[src/display_ctl_pkg.sv]
// constants shared by the display controller start/stop logic
// assumes a single 10 MHz clock and a 32-bit register bus
`default_nettype none
package display_ctl_pkg;
  // ************************************************************
  // timing
  // ************************************************************
  localparam int CLK_PERIOD_NS = 100;
  localparam int MS_NS = 1000000;
  localparam int CYCLES_PER_MS = MS_NS / CLK_PERIOD_NS;
  localparam int FRAME_MIN_MS = 19;
  localparam int FRAME_MAX_MS = 21;
  localparam int FRAME_MS = (FRAME_MIN_MS + FRAME_MAX_MS) / 2;
  // ************************************************************
  // register map and fields
  // ************************************************************
  localparam logic [7:0] OFF_STATUS = 8'h00;
  localparam logic [7:0] OFF_MASK = 8'h04;
  localparam logic [7:0] OFF_STATE = 8'h08;
  localparam logic [7:0] OFF_IE = 8'h0c;
  localparam int EV_EOF = 0;
  localparam int EV_STOP = 1;
  localparam int EV_REJECT = 2;
  localparam int EV_W = 3;
  localparam logic [EV_W-1:0] MASK_RST = 3'h0;
  localparam int ST_RUN_BIT = 16;
  localparam int ST_STOP_PEND_BIT = 17;
  localparam int ST_HOST_IRQ_BIT = 18;
  localparam logic [1:0] RESP_OKAY = 2'h0;
  localparam logic [1:0] RESP_SLVERR = 2'h2;
  // ************************************************************
  // host side
  // ************************************************************
  localparam int DW = 16;
  localparam logic [DW-1:0] IE_RST = 16'h0000;
  localparam logic [DW-1:0] P_RST = 16'h0000;
  localparam int IE_EOF_BIT = 0;
  localparam logic [3:0] SP_FIRST = 4'h1;
  localparam int OP_HI = 15;
  localparam int OP_LO = 12;
  localparam int TGT_W = 12;
  localparam logic [3:0] OP_JUMP = 4'h1;
  localparam logic [3:0] OP_EOF = 4'h2;
  typedef enum logic [3:0] {
    CMD_RESET = 4'h0,
    CMD_START = 4'h1,
    CMD_FINISH = 4'h2,
    CMD_LOAD_IE = 4'h3,
    CMD_READ_IE = 4'h4,
    CMD_LOAD_ID = 4'h5,
    CMD_LOAD_P = 4'h6,
    CMD_UNLOAD_P = 4'h7,
    CMD_LOAD_SP = 4'h8,
    CMD_UNLOAD_SP = 4'h9
  } cmd_t;
  typedef enum logic [1:0] {
    ST_IDLE = 2'h0,
    ST_FETCH = 2'h1,
    ST_FRAME = 2'h2
  } run_t;
endpackage
`default_nettype wire

[src/frame_timer.sv]
// frame pacing timer: a millisecond enable divider and a frame count
// assumes restart is a one-cycle pulse from the controller
`default_nettype none
module frame_timer #(
  parameter int CYCLES_PER_MS = display_ctl_pkg::CYCLES_PER_MS,
  parameter int FRAME_MS = display_ctl_pkg::FRAME_MS
) (
  // clock and reset
  input wire logic aclk,
  input wire logic aresetn,
  // control
  input wire logic restart,
  // status
  output logic done
);
  // the divider and frame counters are 16 and 8 bits wide
  if (CYCLES_PER_MS < 1 || CYCLES_PER_MS > 65535 || FRAME_MS < 1 || FRAME_MS > 255)
  begin : g_bad_params
    $error("frame_timer parameters out of range");
  end
  typedef struct packed {
    logic [15:0] div;
    logic [7:0] ms;
    logic done;
  } tmr_t;
  tmr_t q, d;
  logic tick;
  // ************************************************************
  // divider and frame count
  // ************************************************************
  always_comb
  begin
    d = q;
    tick = (q.div == 16'(CYCLES_PER_MS - 1));
    d.div = tick ? 16'h0000 : q.div + 16'h0001;
    if (tick && !q.done)
    begin
      d.ms = q.ms + 8'h01;
      if (q.ms == 8'(FRAME_MS - 1))
        d.done = 1'b1;
    end
    // restart realigns the divider so a frame is a whole count
    if (restart)
    begin
      d.div = 16'h0000;
      d.ms = 8'h00;
      d.done = 1'b0;
    end
  end
  always_ff @(posedge aclk)
  begin
    if (!aresetn)
      q <= '0;
    else
      q <= d;
  end
  assign done = q.done;
endmodule // frame_timer
`default_nettype wire

[src/display_control.sv]
// display controller start/stop and host command handling
// assumes the host waits for a reply or reject before its next command,
// a display memory that answers mem_req with mem_ack, and AXI4-Lite access
//
// Functional notes
// - reset command replies and clears interrupt enable to zero
// - idle write of interrupt enable replies and reads back unchanged
// - idle load and unload of program counter reply and read back
// - start replies and begins fetching at the program counter
// - jump instruction loads program counter, self-jump loops forever
// - running host write of scratchpad 0F-01 is externally rejected
// - running host read of scratchpad 0F-01 is externally rejected
// - reset while running replies, stops, scratchpad reads then reply
// - running write of interrupt enable is externally rejected
// - running write of interrupt disable is externally rejected
// - finish replies, completes current instruction, halts, enable writes accepted
// - end-of-frame instruction is recognised and acted on while running
// - enabled end-of-frame interrupt raised about 20 ms after start
`default_nettype none
module display_control #(
  parameter int CYCLES_PER_MS = display_ctl_pkg::CYCLES_PER_MS,
  parameter int FRAME_MS = display_ctl_pkg::FRAME_MS
) (
  // clock and reset
  input wire logic aclk,
  input wire logic aresetn,
  // host channel commands
  input wire logic cmd_valid,
  input wire logic [3:0] cmd_code,
  input wire logic [3:0] cmd_reg,
  input wire logic [15:0] cmd_wdata,
  // host channel answers
  output logic cmd_reply,
  output logic cmd_reject,
  output logic [15:0] cmd_rdata,
  output logic host_irq,
  // display memory
  output logic mem_req,
  output logic [15:0] mem_addr,
  input wire logic mem_ack,
  input wire logic [15:0] mem_data,
  // axi4-lite write
  input wire logic [7:0] s_axi_awaddr,
  input wire logic s_axi_awvalid,
  output logic s_axi_awready,
  input wire logic [31:0] s_axi_wdata,
  input wire logic [3:0] s_axi_wstrb,
  input wire logic s_axi_wvalid,
  output logic s_axi_wready,
  output logic [1:0] s_axi_bresp,
  output logic s_axi_bvalid,
  input wire logic s_axi_bready,
  // axi4-lite read
  input wire logic [7:0] s_axi_araddr,
  input wire logic s_axi_arvalid,
  output logic s_axi_arready,
  output logic [31:0] s_axi_rdata,
  output logic [1:0] s_axi_rresp,
  output logic s_axi_rvalid,
  input wire logic s_axi_rready,
  // interrupt
  output logic irq
);
  if (CYCLES_PER_MS < 1 || CYCLES_PER_MS > 65535 || FRAME_MS < 1 || FRAME_MS > 255)
  begin : g_bad_params
    $error("display_control parameters out of range");
  end

  localparam int EW = display_ctl_pkg::EV_W;

  typedef struct packed {
    display_ctl_pkg::run_t st;
    logic [15:0] p;
    logic [15:0] ie;
    logic [15:1][15:0] sp;
    logic stop_pend;
    logic host_irq;
    logic reply;
    logic reject;
    logic [15:0] hdata;
    logic [EW-1:0] status;
    logic [EW-1:0] mask;
    logic bvalid;
    logic [1:0] bresp;
    logic rvalid;
    logic [1:0] rresp;
    logic [31:0] rdata;
  } ctl_t;

  ctl_t q, d;
  logic running;
  logic frame_restart;
  logic frame_done;
  logic [EW-1:0] ev;
  logic wr_go;
  logic rd_go;
  logic [3:0] op;

  // ************************************************************
  // address decode
  // ************************************************************
  function automatic logic mapped(input logic [7:0] a);
    mapped = (a == display_ctl_pkg::OFF_STATUS) || (a == display_ctl_pkg::OFF_MASK) ||
             (a == display_ctl_pkg::OFF_STATE) || (a == display_ctl_pkg::OFF_IE);
  endfunction

  function automatic logic is_scratch(input logic [3:0] r);
    is_scratch = (r >= display_ctl_pkg::SP_FIRST);
  endfunction

  frame_timer #(
    .CYCLES_PER_MS(CYCLES_PER_MS),
    .FRAME_MS(FRAME_MS)
  ) u_frame (
    .aclk(aclk),
    .aresetn(aresetn),
    .restart(frame_restart),
    .done(frame_done)
  );

  assign running = (q.st != display_ctl_pkg::ST_IDLE);
  assign op = mem_data[display_ctl_pkg::OP_HI:display_ctl_pkg::OP_LO];
  assign wr_go = s_axi_awvalid && s_axi_wvalid && !q.bvalid;
  assign rd_go = s_axi_arvalid && !q.rvalid;

  always_comb
  begin
    d = q;
    ev = '0;
    frame_restart = 1'b0;
    d.reply = 1'b0;
    d.reject = 1'b0;

    // ************************************************************
    // display instruction engine
    // ************************************************************
    case (q.st)
      display_ctl_pkg::ST_IDLE:
      begin
        d.stop_pend = 1'b0;
      end
      display_ctl_pkg::ST_FETCH:
      begin
        if (mem_ack)
        begin
          case (op)
            display_ctl_pkg::OP_JUMP:
            begin
              // a jump to its own address keeps the engine looping
              d.p = 16'(mem_data[display_ctl_pkg::TGT_W-1:0]);
            end
            display_ctl_pkg::OP_EOF:
            begin
              d.p = q.p + 16'h0001;
              d.st = display_ctl_pkg::ST_FRAME;
            end
            default:
            begin
              d.p = q.p + 16'h0001;
            end
          endcase
          if (q.stop_pend)
          begin
            d.st = display_ctl_pkg::ST_IDLE;
            ev[display_ctl_pkg::EV_STOP] = 1'b1;
          end
        end
      end
      display_ctl_pkg::ST_FRAME:
      begin
        // frame end is paced by the timer, not by the instruction stream
        if (frame_done)
        begin
          frame_restart = 1'b1;
          ev[display_ctl_pkg::EV_EOF] = 1'b1;
          if (q.ie[display_ctl_pkg::IE_EOF_BIT])
            d.host_irq = 1'b1;
          d.st = display_ctl_pkg::ST_FETCH;
          if (q.stop_pend)
          begin
            d.st = display_ctl_pkg::ST_IDLE;
            ev[display_ctl_pkg::EV_STOP] = 1'b1;
          end
        end
      end
      default:
      begin
        d.st = display_ctl_pkg::ST_IDLE;
      end
    endcase

    // ************************************************************
    // host commands, one answer each
    // ************************************************************
    if (cmd_valid)
    begin
      d.reply = 1'b1;
      case (cmd_code)
        display_ctl_pkg::CMD_RESET:
        begin
          d.ie = display_ctl_pkg::IE_RST;
          d.host_irq = 1'b0;
          d.stop_pend = 1'b0;
          if (running)
            ev[display_ctl_pkg::EV_STOP] = 1'b1;
          d.st = display_ctl_pkg::ST_IDLE;
        end
        display_ctl_pkg::CMD_START:
        begin
          if (!running)
          begin
            d.st = display_ctl_pkg::ST_FETCH;
            frame_restart = 1'b1;
          end
        end
        display_ctl_pkg::CMD_FINISH:
        begin
          if (running)
            d.stop_pend = 1'b1;
        end
        display_ctl_pkg::CMD_LOAD_IE:
        begin
          if (running)
          begin
            d.reply = 1'b0;
            d.reject = 1'b1;
          end
          else
          begin
            d.ie = cmd_wdata;
            d.host_irq = 1'b0;
          end
        end
        display_ctl_pkg::CMD_LOAD_ID:
        begin
          if (running)
          begin
            d.reply = 1'b0;
            d.reject = 1'b1;
          end
          else
          begin
            d.ie = q.ie & ~cmd_wdata;
            d.host_irq = 1'b0;
          end
        end
        display_ctl_pkg::CMD_READ_IE:
        begin
          d.hdata = q.ie;
        end
        display_ctl_pkg::CMD_LOAD_P:
        begin
          if (running)
          begin
            d.reply = 1'b0;
            d.reject = 1'b1;
          end
          else
            d.p = cmd_wdata;
        end
        display_ctl_pkg::CMD_UNLOAD_P:
        begin
          d.hdata = q.p;
        end
        display_ctl_pkg::CMD_LOAD_SP:
        begin
          if (running || !is_scratch(cmd_reg))
          begin
            d.reply = 1'b0;
            d.reject = 1'b1;
          end
          else
            d.sp[cmd_reg] = cmd_wdata;
        end
        display_ctl_pkg::CMD_UNLOAD_SP:
        begin
          if (running || !is_scratch(cmd_reg))
          begin
            d.reply = 1'b0;
            d.reject = 1'b1;
          end
          else
            d.hdata = q.sp[cmd_reg];
        end
        default:
        begin
          d.reply = 1'b0;
          d.reject = 1'b1;
        end
      endcase
      if (d.reject)
        ev[display_ctl_pkg::EV_REJECT] = 1'b1;
    end

    // ************************************************************
    // register bus slave
    // ************************************************************
    if (q.bvalid && s_axi_bready)
      d.bvalid = 1'b0;
    if (wr_go)
    begin
      d.bvalid = 1'b1;
      d.bresp = mapped(s_axi_awaddr) ? display_ctl_pkg::RESP_OKAY
                                     : display_ctl_pkg::RESP_SLVERR;
      if (s_axi_awaddr == display_ctl_pkg::OFF_MASK && s_axi_wstrb[0])
        d.mask = s_axi_wdata[EW-1:0];
    end
    if (q.rvalid && s_axi_rready)
      d.rvalid = 1'b0;
    if (rd_go)
    begin
      d.rvalid = 1'b1;
      d.rresp = display_ctl_pkg::RESP_OKAY;
      d.rdata = 32'h00000000;
      case (s_axi_araddr)
        display_ctl_pkg::OFF_STATUS:
        begin
          d.rdata[EW-1:0] = q.status;
          d.status = '0;
        end
        display_ctl_pkg::OFF_MASK:
          d.rdata[EW-1:0] = q.mask;
        display_ctl_pkg::OFF_STATE:
        begin
          d.rdata[15:0] = q.p;
          d.rdata[display_ctl_pkg::ST_RUN_BIT] = running;
          d.rdata[display_ctl_pkg::ST_STOP_PEND_BIT] = q.stop_pend;
          d.rdata[display_ctl_pkg::ST_HOST_IRQ_BIT] = q.host_irq;
        end
        display_ctl_pkg::OFF_IE:
          d.rdata[15:0] = q.ie;
        default:
          d.rresp = display_ctl_pkg::RESP_SLVERR;
      endcase
    end
    // a new event wins over the clear of a status read
    d.status = d.status | ev;
  end

  always_ff @(posedge aclk)
  begin
    if (!aresetn)
    begin
      q <= '0;
      q.st <= display_ctl_pkg::ST_IDLE;
      q.p <= display_ctl_pkg::P_RST;
      q.ie <= display_ctl_pkg::IE_RST;
      q.mask <= display_ctl_pkg::MASK_RST;
    end
    else
      q <= d;
  end

  // ************************************************************
  // outputs
  // ************************************************************
  assign cmd_reply = q.reply;
  assign cmd_reject = q.reject;
  assign cmd_rdata = q.hdata;
  assign host_irq = q.host_irq;
  assign mem_req = (q.st == display_ctl_pkg::ST_FETCH);
  assign mem_addr = q.p;
  assign s_axi_awready = wr_go;
  assign s_axi_wready = wr_go;
  assign s_axi_bvalid = q.bvalid;
  assign s_axi_bresp = q.bresp;
  assign s_axi_arready = rd_go;
  assign s_axi_rvalid = q.rvalid;
  assign s_axi_rresp = q.rresp;
  assign s_axi_rdata = q.rdata;
  assign irq = |(q.status & q.mask);
endmodule // display_control
`default_nettype wire

[config.mk]
export PLATFORM = sky130hd
export DESIGN_NAME = display_control
export DESIGN_NICKNAME = d
export VERILOG_FILES = /design/src/display_ctl_pkg.sv /design/src/frame_timer.sv /design/src/display_control.sv
export SDC_FILE = /design/constraint.sdc
export NUM_CORES = 1
export LEC_CHECK = 0
export CAP_MARGIN = 5
export CORE_MARGIN = 2
export CORE_UTILIZATION = 46
export CTS_BUF_LIST = sky130_fd_sc_hd__clkbuf_8
export DETAILED_ROUTE_END_ITERATION = 10
export DONT_BUFFER_PORTS = 1
export PLACE_DENSITY = 0.58
export SETUP_SLACK_MARGIN = 0.02
export SYNTH_ARGS = -nofsm -noshare
export SYNTH_HDL_FRONTEND = slang
export SYNTH_HIERARCHICAL = 1
export SYNTH_SLANG_ARGS = --single-unit
[constraint.sdc]
create_clock -name aclk -period 6.3 [get_ports aclk]
set_input_delay 1.26 -clock aclk [delete_from_list [all_inputs] [get_ports aclk]]
set_output_delay 1.26 -clock aclk [all_outputs]
set_load 0.05 [all_outputs]
# Word level (Yosys, flattened, before mapping)
# Index checks and enable logic that the tools add are counted.
# W data, S select, Z words.
classes:
  add_sub_neg: 3
  mul: 0
  div_mod_pow: 0
  order_cmp: 3
  eq_ne: 24
  n_shift: 0
  muxes: 62
  bitwise_logic: 6
  reduce_logical: 39
op_table:
  columns: ["operator", "n"]
  rows:
  - ["$mux W240", 2]
  - ["$mux W294", 1]
  - ["$bwmux W240", 1]
  - ["$mux W16", 9]
  - ["$pmux W16 S3", 2]
  - ["$bmux W16 S4", 1]
  - ["$demux W16 S4", 1]
  - ["$mux W35", 1]
  - ["$add A16 B1 Y16 const B", 2]
  - ["$eq A8 B4 Y1 const B", 4]
  - ["$pmux W13 S2", 1]
  - ["$mux W2", 11]
  - ["$mux W1", 20]
  - ["$mux W18", 1]
  - ["$and A16 B16 Y16", 1]
  - ["$eq A16 B14 Y1 const B", 1]
  - ["$eq A4 B3 Y1 const B", 4]
  - ["$eq A8 B3 Y1 const B", 2]
  - ["$logic_not A8 Y1", 2]
  - ["$not A16 Y16", 1]
  - ["$eq A4 B2 Y1 const B", 3]
  - ["$mux W3", 4]
  - ["$pmux W2 S3", 2]
  - ["$pmux W3 S4", 1]
  - ["28 further kinds", 59]
totals:
  reg_bits: 350
  latchBits: 0
  ramBits: 0
  rom_bits: 0
  input_bits: 101
  output_inout_bits: 78
  elab_cells: 170
  n_memories: 0

# Depth between registers and ports, before layout
# Gate-level depths: netlist of run 1.
logic_depth:
  word_depth: 9
  depth_mapped: 10
  mapped_depth_nobuf: 7

# Hierarchy
# The synthesis of run 1 kept the hierarchy.
by_module_without_submodules:
  columns: ["module", "n_inst", "cells_per_inst", "area_per_inst_um2", "seq_area_each_um2"]
  rows:
  - ["display_control", 1, 1783, 16198.0, 6466.2]
  - ["frame_timer", 1, 131, 1173.6, 500.5]

# Worst setup path before layout of run 1
# Ideal clock, no wire load.
synth_timing:
  path_kind: "input to output"
  start: "in s_axi_awvalid"
  end: "out s_axi_wready"
  t_arrival_ns: 2.440
  t_required_ns: 5.040
  setup_slack_ns: 2.600
  stages: 3
  n_path_buf: 1
  cell_sequence: "nand2_1 > nor2_1 > buf_4"
synth_via:
  elab_chain_cells: 2
synth_lines:
  columns: ["item", "line", "rtl"]
  rows:
  - ["from (decl)", "display_control.sv:44", "input wire logic s_axi_awvalid,"]
  - ["$logic_and A1 B1 Y1 (2 in series)", "display_control.sv:123", "assign wr_go = s_axi_awvalid && s_axi_wvalid && !q.bvalid;"]
  - ["to (decl)", "display_control.sv:49", "output logic s_axi_wready,"]
# No other way between the ends.

# Worst setup path after layout of run 1
layout_timing:
  start: "reg q, in the netlist s_axi_rvalid"
  end: "out s_axi_arready"
layout_via:
  elab_chain_cells: 2
layout_lines:
  columns: ["item", "line", "rtl"]
  rows:
  - ["from (decl)", "display_control.sv:90", "ctl_t q, d;"]
  - ["$logic_not A1 Y1", "display_control.sv:124", "assign rd_go = s_axi_arvalid && !q.rvalid;"]
  - ["$logic_and A1 B1 Y1", "display_control.sv:124", null]
  - ["to (decl)", "display_control.sv:56", "output logic s_axi_arready,"]
# No other way between the ends.

==> results of run 1 <==
## power by group through the flow
stage | clock network, mW | logic (mW) | registers, mW
finish | 2.00 | 0.176 | 2.27
detailed placement | 0 | 0.175 | 2.31
global placement | 0 | 0.173 | 2.31
CTS | 2.06 | 0.175 | 2.26
global route | 2.15 | 0.189 | 2.27
floorplan | 0 | 0.267 | 2.28
## cells by family (layout without fill, tap and decap cells)
logic type                 count (synthesis)  after routing
adders and majority gates                  8              8
other                                      1             15
muxes                                    196            196
DFF                                      348            348
and+or+nand+nor                          685            685
buffers and inverters                    269            128
AOI/OAI and AO/OA                        388            388
xor gates and xnor gates                  19             19
## worst reg2reg max path: cells and delay by family (launching register included)
family | cells | cell delay (ns)
and+or+nand+nor | 4 | 2.05
DFF | 1 | 0.33
adders and majority gates | 1 | 0.43
buffers and inverters | 1 | 0.14
muxes | 1 | 0.28
## metrics by stage
| stage | area (um2) | total power [mW] | util | instances |
|---|---|---|---|---|
| finish | 18000 | 4.439 | 0.4814 | 2298 |
| global route | 18000 | 4.606 | 0.4814 | 2298 |
| CTS | 18000 | 4.496 | 0.4814 | 2298 |
| detailed placement | 16860 | 2.488 | 0.4507 | 2200 |
| global placement | 16860 | 2.486 | 0.4507 | 2200 |
| floorplan | 17420 | 2.543 | - | 1928 |
## per-layer routing
metal | vias up | part of all wire
met4 | 0 | 0.032
met5 | - | 0
li1 | 6329 | -
met2 | 404 | 0.47
met3 | 88 | 0.065
met1 | 6508 | 0.44
## final timing paths
| check | endpoint | depth (start not counted) | start |
|---|---|---|---|
| min | flip-flop | 2 | flip-flop |
| min reg2reg | flip-flop | 2 | flip-flop |
| max | s_axi_arready | 2 | s_axi_rvalid |
| max reg2reg | flip-flop | 7 | q[336] |
## cell type report
class / count / area, um2 / area share
multi-input combinational: 1311 / 9085 / 0.5046
sequential: 348 / 6967 / 0.3870
clock buffer: 73 / 1005 / 0.05581
tap: 511 / 639.4 / 0.03551
clock inverter: 25 / 142.6 / 0.007923
timing repair buffer: 14 / 105.1 / 0.005838
inverter: 16 / 60.06 / 0.003336
## cell usage in the layout (no fill, tap or decap), types with 29 or more instances in the layout
master,Yosys,layout
nand2_1,201,201
nor2b_1,131,128
mux4_2,51,51
nor2_1,95,93
dfxtp_1,348,348
clkbuf_8,0,73
o21ai_0,71,71
a221oi_1,29,29
a21boi_0,141,141
nand3_1,149,149
mux2i_1,129,129
inv_1,16,36
a21oi_1,47,47
==> impl_metrics.yaml, run 1 <==
run_status:
  status: "finished, final reports clean"
clock_network:
  post-cts-setup-buffers: 0
  clk_latency_ns: 0.67
  cts-root-buf: "clkbuf_8"
  cts_tree: "done"
  clock_sinks: 348
  postCtsHoldBufs: 0
  cts_buffers: 59
  clockBufferDepth: 3
  clk_pin_slew_ns: 0.06
  htree_levels: 2
  cts_resized: 0
synth:
  synthAdderAreaFrac: 0.005762
  ys_ff_latch: 348
  syn_inst: 1914
  synth_top_family_by_area: "simple AND/OR/NAND/NOR gates"
  synth_top_area_share: 0.4010
  synth_xor_area_frac: 0.009579
  yosys.area_share.simple: 0.2006
  synth-edff-count: 0
  synth_compound_area_frac: 0.1510
  ys_seq_area_frac: 0.4010
  synth_most_common_cell: "dfxtp_1"
  syn-cell-area_um2: 17370
  synthTopCellsByCount: "348 x dfxtp_1, 201 x nand2_1, 149 x nand3_1"
  synth.largest_area_cell: "dfxtp_1"
  synthMuxAreaShare: 0.1508
  ys.warnings.count: 6
  ys_async_sr_fraction: 0
  synth_area_per_cell_um2: 9.076
  synth_area_leaders: "dfxtp_1 40%, mux2i_1 7.4%, mux4_2 6.6%"
  ys_types: 71
  synth_ff_type: "dfxtp_1"
floorplanning:
  die_w_um: 198.3
  placementRows: 71
  initial_core_util: 0.4645
  ios: 179
  die_h_um: 198.3
  design.die.area_um2: 39330
  core_area_um2: 37400
power_and_ir_drop:
  p_clk_frac: 0.450
  p_sw_frac: 0.2421
  p_comb_frac: 0.040
  seq_power_share: 0.510
  power_density_nw_per_um2: 246.6
  power_leakage_nw: 5.860
  peakVddDrop_mv: 0.1504
  power_switching_mw: 1.075
  intPower_mw: 3.365
setup_path:
  crit_arrival_ns: 2.52
  critPathBufInv: 1
  worstSetupEndpointType: "primary output"
  slowest_stage: "nand2b_1"
  crit_path_max_incr_delay_ns: 0.72
  path_class: "flip-flop to primary output"
  crit_family: "simple AND/OR/NAND/NOR gates"
  path_max_fanout: 20
  r2r_slack_ns: 2.97
  cp.required_ns: 5.04
  worstPathCellList: "nand2b_1 > inv_1"
  critPathLaunchType: "flip-flop"
sta:
  clock_skew_ns: 0.04271
  layout_setup_ws_ns: 2.522
  period_share: 0.5997
  setup_viol: 0
  rsz0062_at_grt: "no"
  finalHoldViolCount: 0
  max_freq_ghz: 0.2647
  maxSlewViolCount: 0
  tightest_slew_ns: 1.199
  max_slew_margin: 0.1997
  layout_min_cycle_time_ns: 3.778
  fin_hold_ws_ns: 0.4640
  setup_tns_ns: 0
run:
  drv_cap: 0
placed_design:
  io_buffers: 0
  hpwlAfterDp_mm: 29.64
  place_congestion: 0.8181
  post-place-ws_ns: 2.571
routing:
  vias: 13329
  vias_per_cell: 5.800
  ant_nets: 0
  drc: 0
  first_pass_iters: 6
  avgRoutedWirePerCell_um: 21.12
  drtIter0Drc: 929
  drt_wl_total_mm: 48.54
global_route:
  grt_overflow: 0
  busiest_layer: "met2"
  grt_pass1_wl_mm: 75.21
  grtUsageTotal: 0.2463
  use_met3: 0.04991
  grt_max_degree: 326
  grt_use_met2: 0.4038
  antenna_found_initial: 0
  grt_pass1_vias: 12799
  met1_usage: 0.3191
cells_and_area:
  drive_gt1_frac: 0.1024
  diodes: 0
  synthToLayoutAreaGrowth_pct: 3.637
  nets: 1859
  fill_cells: 3542
worst_hold_path:
  hp-class: "flip-flop to flip-flop"
(Power assumes the default switching activity.)
==> run 2, diff against run 1 <==
Clock period 6.3 ns to 3.91 ns, I/O delays scaled along.
==> impl_metrics.yaml, run 2 (synthesis gave the netlist of run 1 again) <==
setup_path:
  slowest_stage: "nand2b_1"
  worstPathCellList: "nand2b_1 > inv_1 > buf_4"
  crit_arrival_ns: 2.42
  critPathLaunchType: "flip-flop"
  critPathBufInv: 2
  path_max_fanout: 20
  cp.required_ns: 3.13
  worstSetupEndpointType: "primary output"
  crit_path_max_incr_delay_ns: 0.74
  crit_family: "simple AND/OR/NAND/NOR gates"
  path_class: "flip-flop to primary output"
  path_depth: 3
  rr_worst_depth: 8
routing:
  vias: 13381
  avgRoutedWirePerCell_um: 20.95
  drtIter0Drc: 941
  vias_per_cell: 5.763
  drt_wl_total_mm: 48.64
  drc: 0
  ant_nets: 0
  first_pass_iters: 5
cells_and_area:
  final_common_cell: "dfxtp_1"
  nets: 1872
  multi_input_area_um2: 9085
  final-seq-area_um2: 6967
  synthToLayoutAreaGrowth_pct: 4.768
  diodes: 0
  fill_cells: 3543
  drive_gt1_frac: 0.1143
  layout_common_cells: "348 x dfxtp_1, 201 x nand2_1, 149 x nand3_1"
clock_network:
  cts_buffers: 59
  cts_resized: 0
  clockBufferDepth: 3
  cts-root-buf: "clkbuf_8"
  cts_tree: "done"
  clock_sinks: 348
  postCtsHoldBufs: 0
  post-cts-setup-buffers: 0
  clk_latency_ns: 0.66
  htree_levels: 2
  clk_pin_slew_ns: 0.06
sta:
  layout_min_cycle_time_ns: 3.199
  maxSlewViolCount: 0
  tightest_slew_ns: 1.138
  max_freq_ghz: 0.3126
  finalHoldViolCount: 0
  setup_tns_ns: 0
  layout_setup_ws_ns: 0.7107
  clock_skew_ns: 0.02676
  rsz0062_at_grt: "no"
  max_slew_margin: 0.2364
  setup_viol: 0
  period_share: 0.8182
placed_design:
  post-place-ws_ns: 1.048
  hpwlAfterDp_mm: 29.77
  place_congestion: 0.8183
  io_buffers: 0
floorplanning:
  ios: 179
  die_w_um: 198.3
  die_h_um: 198.3
  design.die.area_um2: 39330
  placementRows: 71
  initial_core_util: 0.4645
  core_area_um2: 37400
power_and_ir_drop:
  seq_power_share: 0.501
  total_power_mw: 7.280
  peakVddDrop_mv: 0.2211
  p_clk_frac: 0.459
  power_density_nw_per_um2: 400.0
  power_switching_mw: 1.786
  p_sw_frac: 0.2453
  p_comb_frac: 0.040
  intPower_mw: 5.494
  power_leakage_nw: 5.976
run:
  drv_cap: 0
worst_hold_path:
  min_path_cells: 2
  hp-class: "input pin to flip-flop"
global_route:
  grtUsageTotal: 0.2455
  grt_overflow: 0
  grt_pass1_wl_mm: 75.11
  grt_pass1_vias: 12884
  grt_max_degree: 326
  antenna_found_initial: 1
run_status:
  status: "finished, final reports clean"
## run 2: changes by cell type in the layout (fill, tap and decap cells not counted)
| cell | before | now |
|---|---|---|
| bufinv_16 | 1 | 0 |
| clkinvlp_4 | 0 | 1 |
| buf_12 | 0 | 2 |
| clkbuf_8 | 73 | 79 |
| clkinv_2 | 2 | 8 |
| clkinv_8 | 1 | 0 |
| buf_4 | 14 | 25 |
## run 2: power by group through the flow
stage	registers, mW	clock network, mW	logic [mW]
after floorplan	3.67	0	0.430
after global placement	3.72	0	0.287
after detailed placement	3.72	0	0.289
after CTS	3.65	3.42	0.290
after global routing	3.65	3.58	0.312
final	3.65	3.34	0.293
## run 2: final cells by class
type,count,share of cell area
repair buffers,27,0.01251
clock inverters,30,0.007356
flip-flops and latches,348,0.3828
inverters,16,0.003300
well taps,511,0.03513
clock buffers,79,0.05974
multi-input cells,1311,0.4992
## run 2: layer usage
layer / vias up / share of wire / GRT usage
met5: - / 0 / 0
met4: 0 / 0.022 / 0.07992
met3: 78 / 0.057 / 0.04275
met2: 372 / 0.49 / 0.4265
met1: 6561 / 0.43 / 0.3082
li1: 6370 / - / -
## run 2: final timing paths
| path | to | from | slack, ns |
|---|---|---|---|
| max | s_axi_arready | s_axi_rvalid | 0.71 |
| min | cmd_reply | cmd_valid | 0.27 |
| max reg2reg | flip-flop | q[336] | 1.03 |
| min reg2reg | u_frame/q[9] | u_frame/q[9] | 0.46 |
## run 2: per-stage QoR
step	instance area (um2)	hold slack, ns	instances	utilization
after floorplan	17420	0.4295	1928	-
after global placement	16980	0.4448	2213	0.4540
after detailed placement	16980	0.4516	2213	0.4540
after CTS	18200	0.2258	2322	0.4866
after global routing	18200	0.2521	2322	0.4866
final	18200	0.2673	2322	0.4866
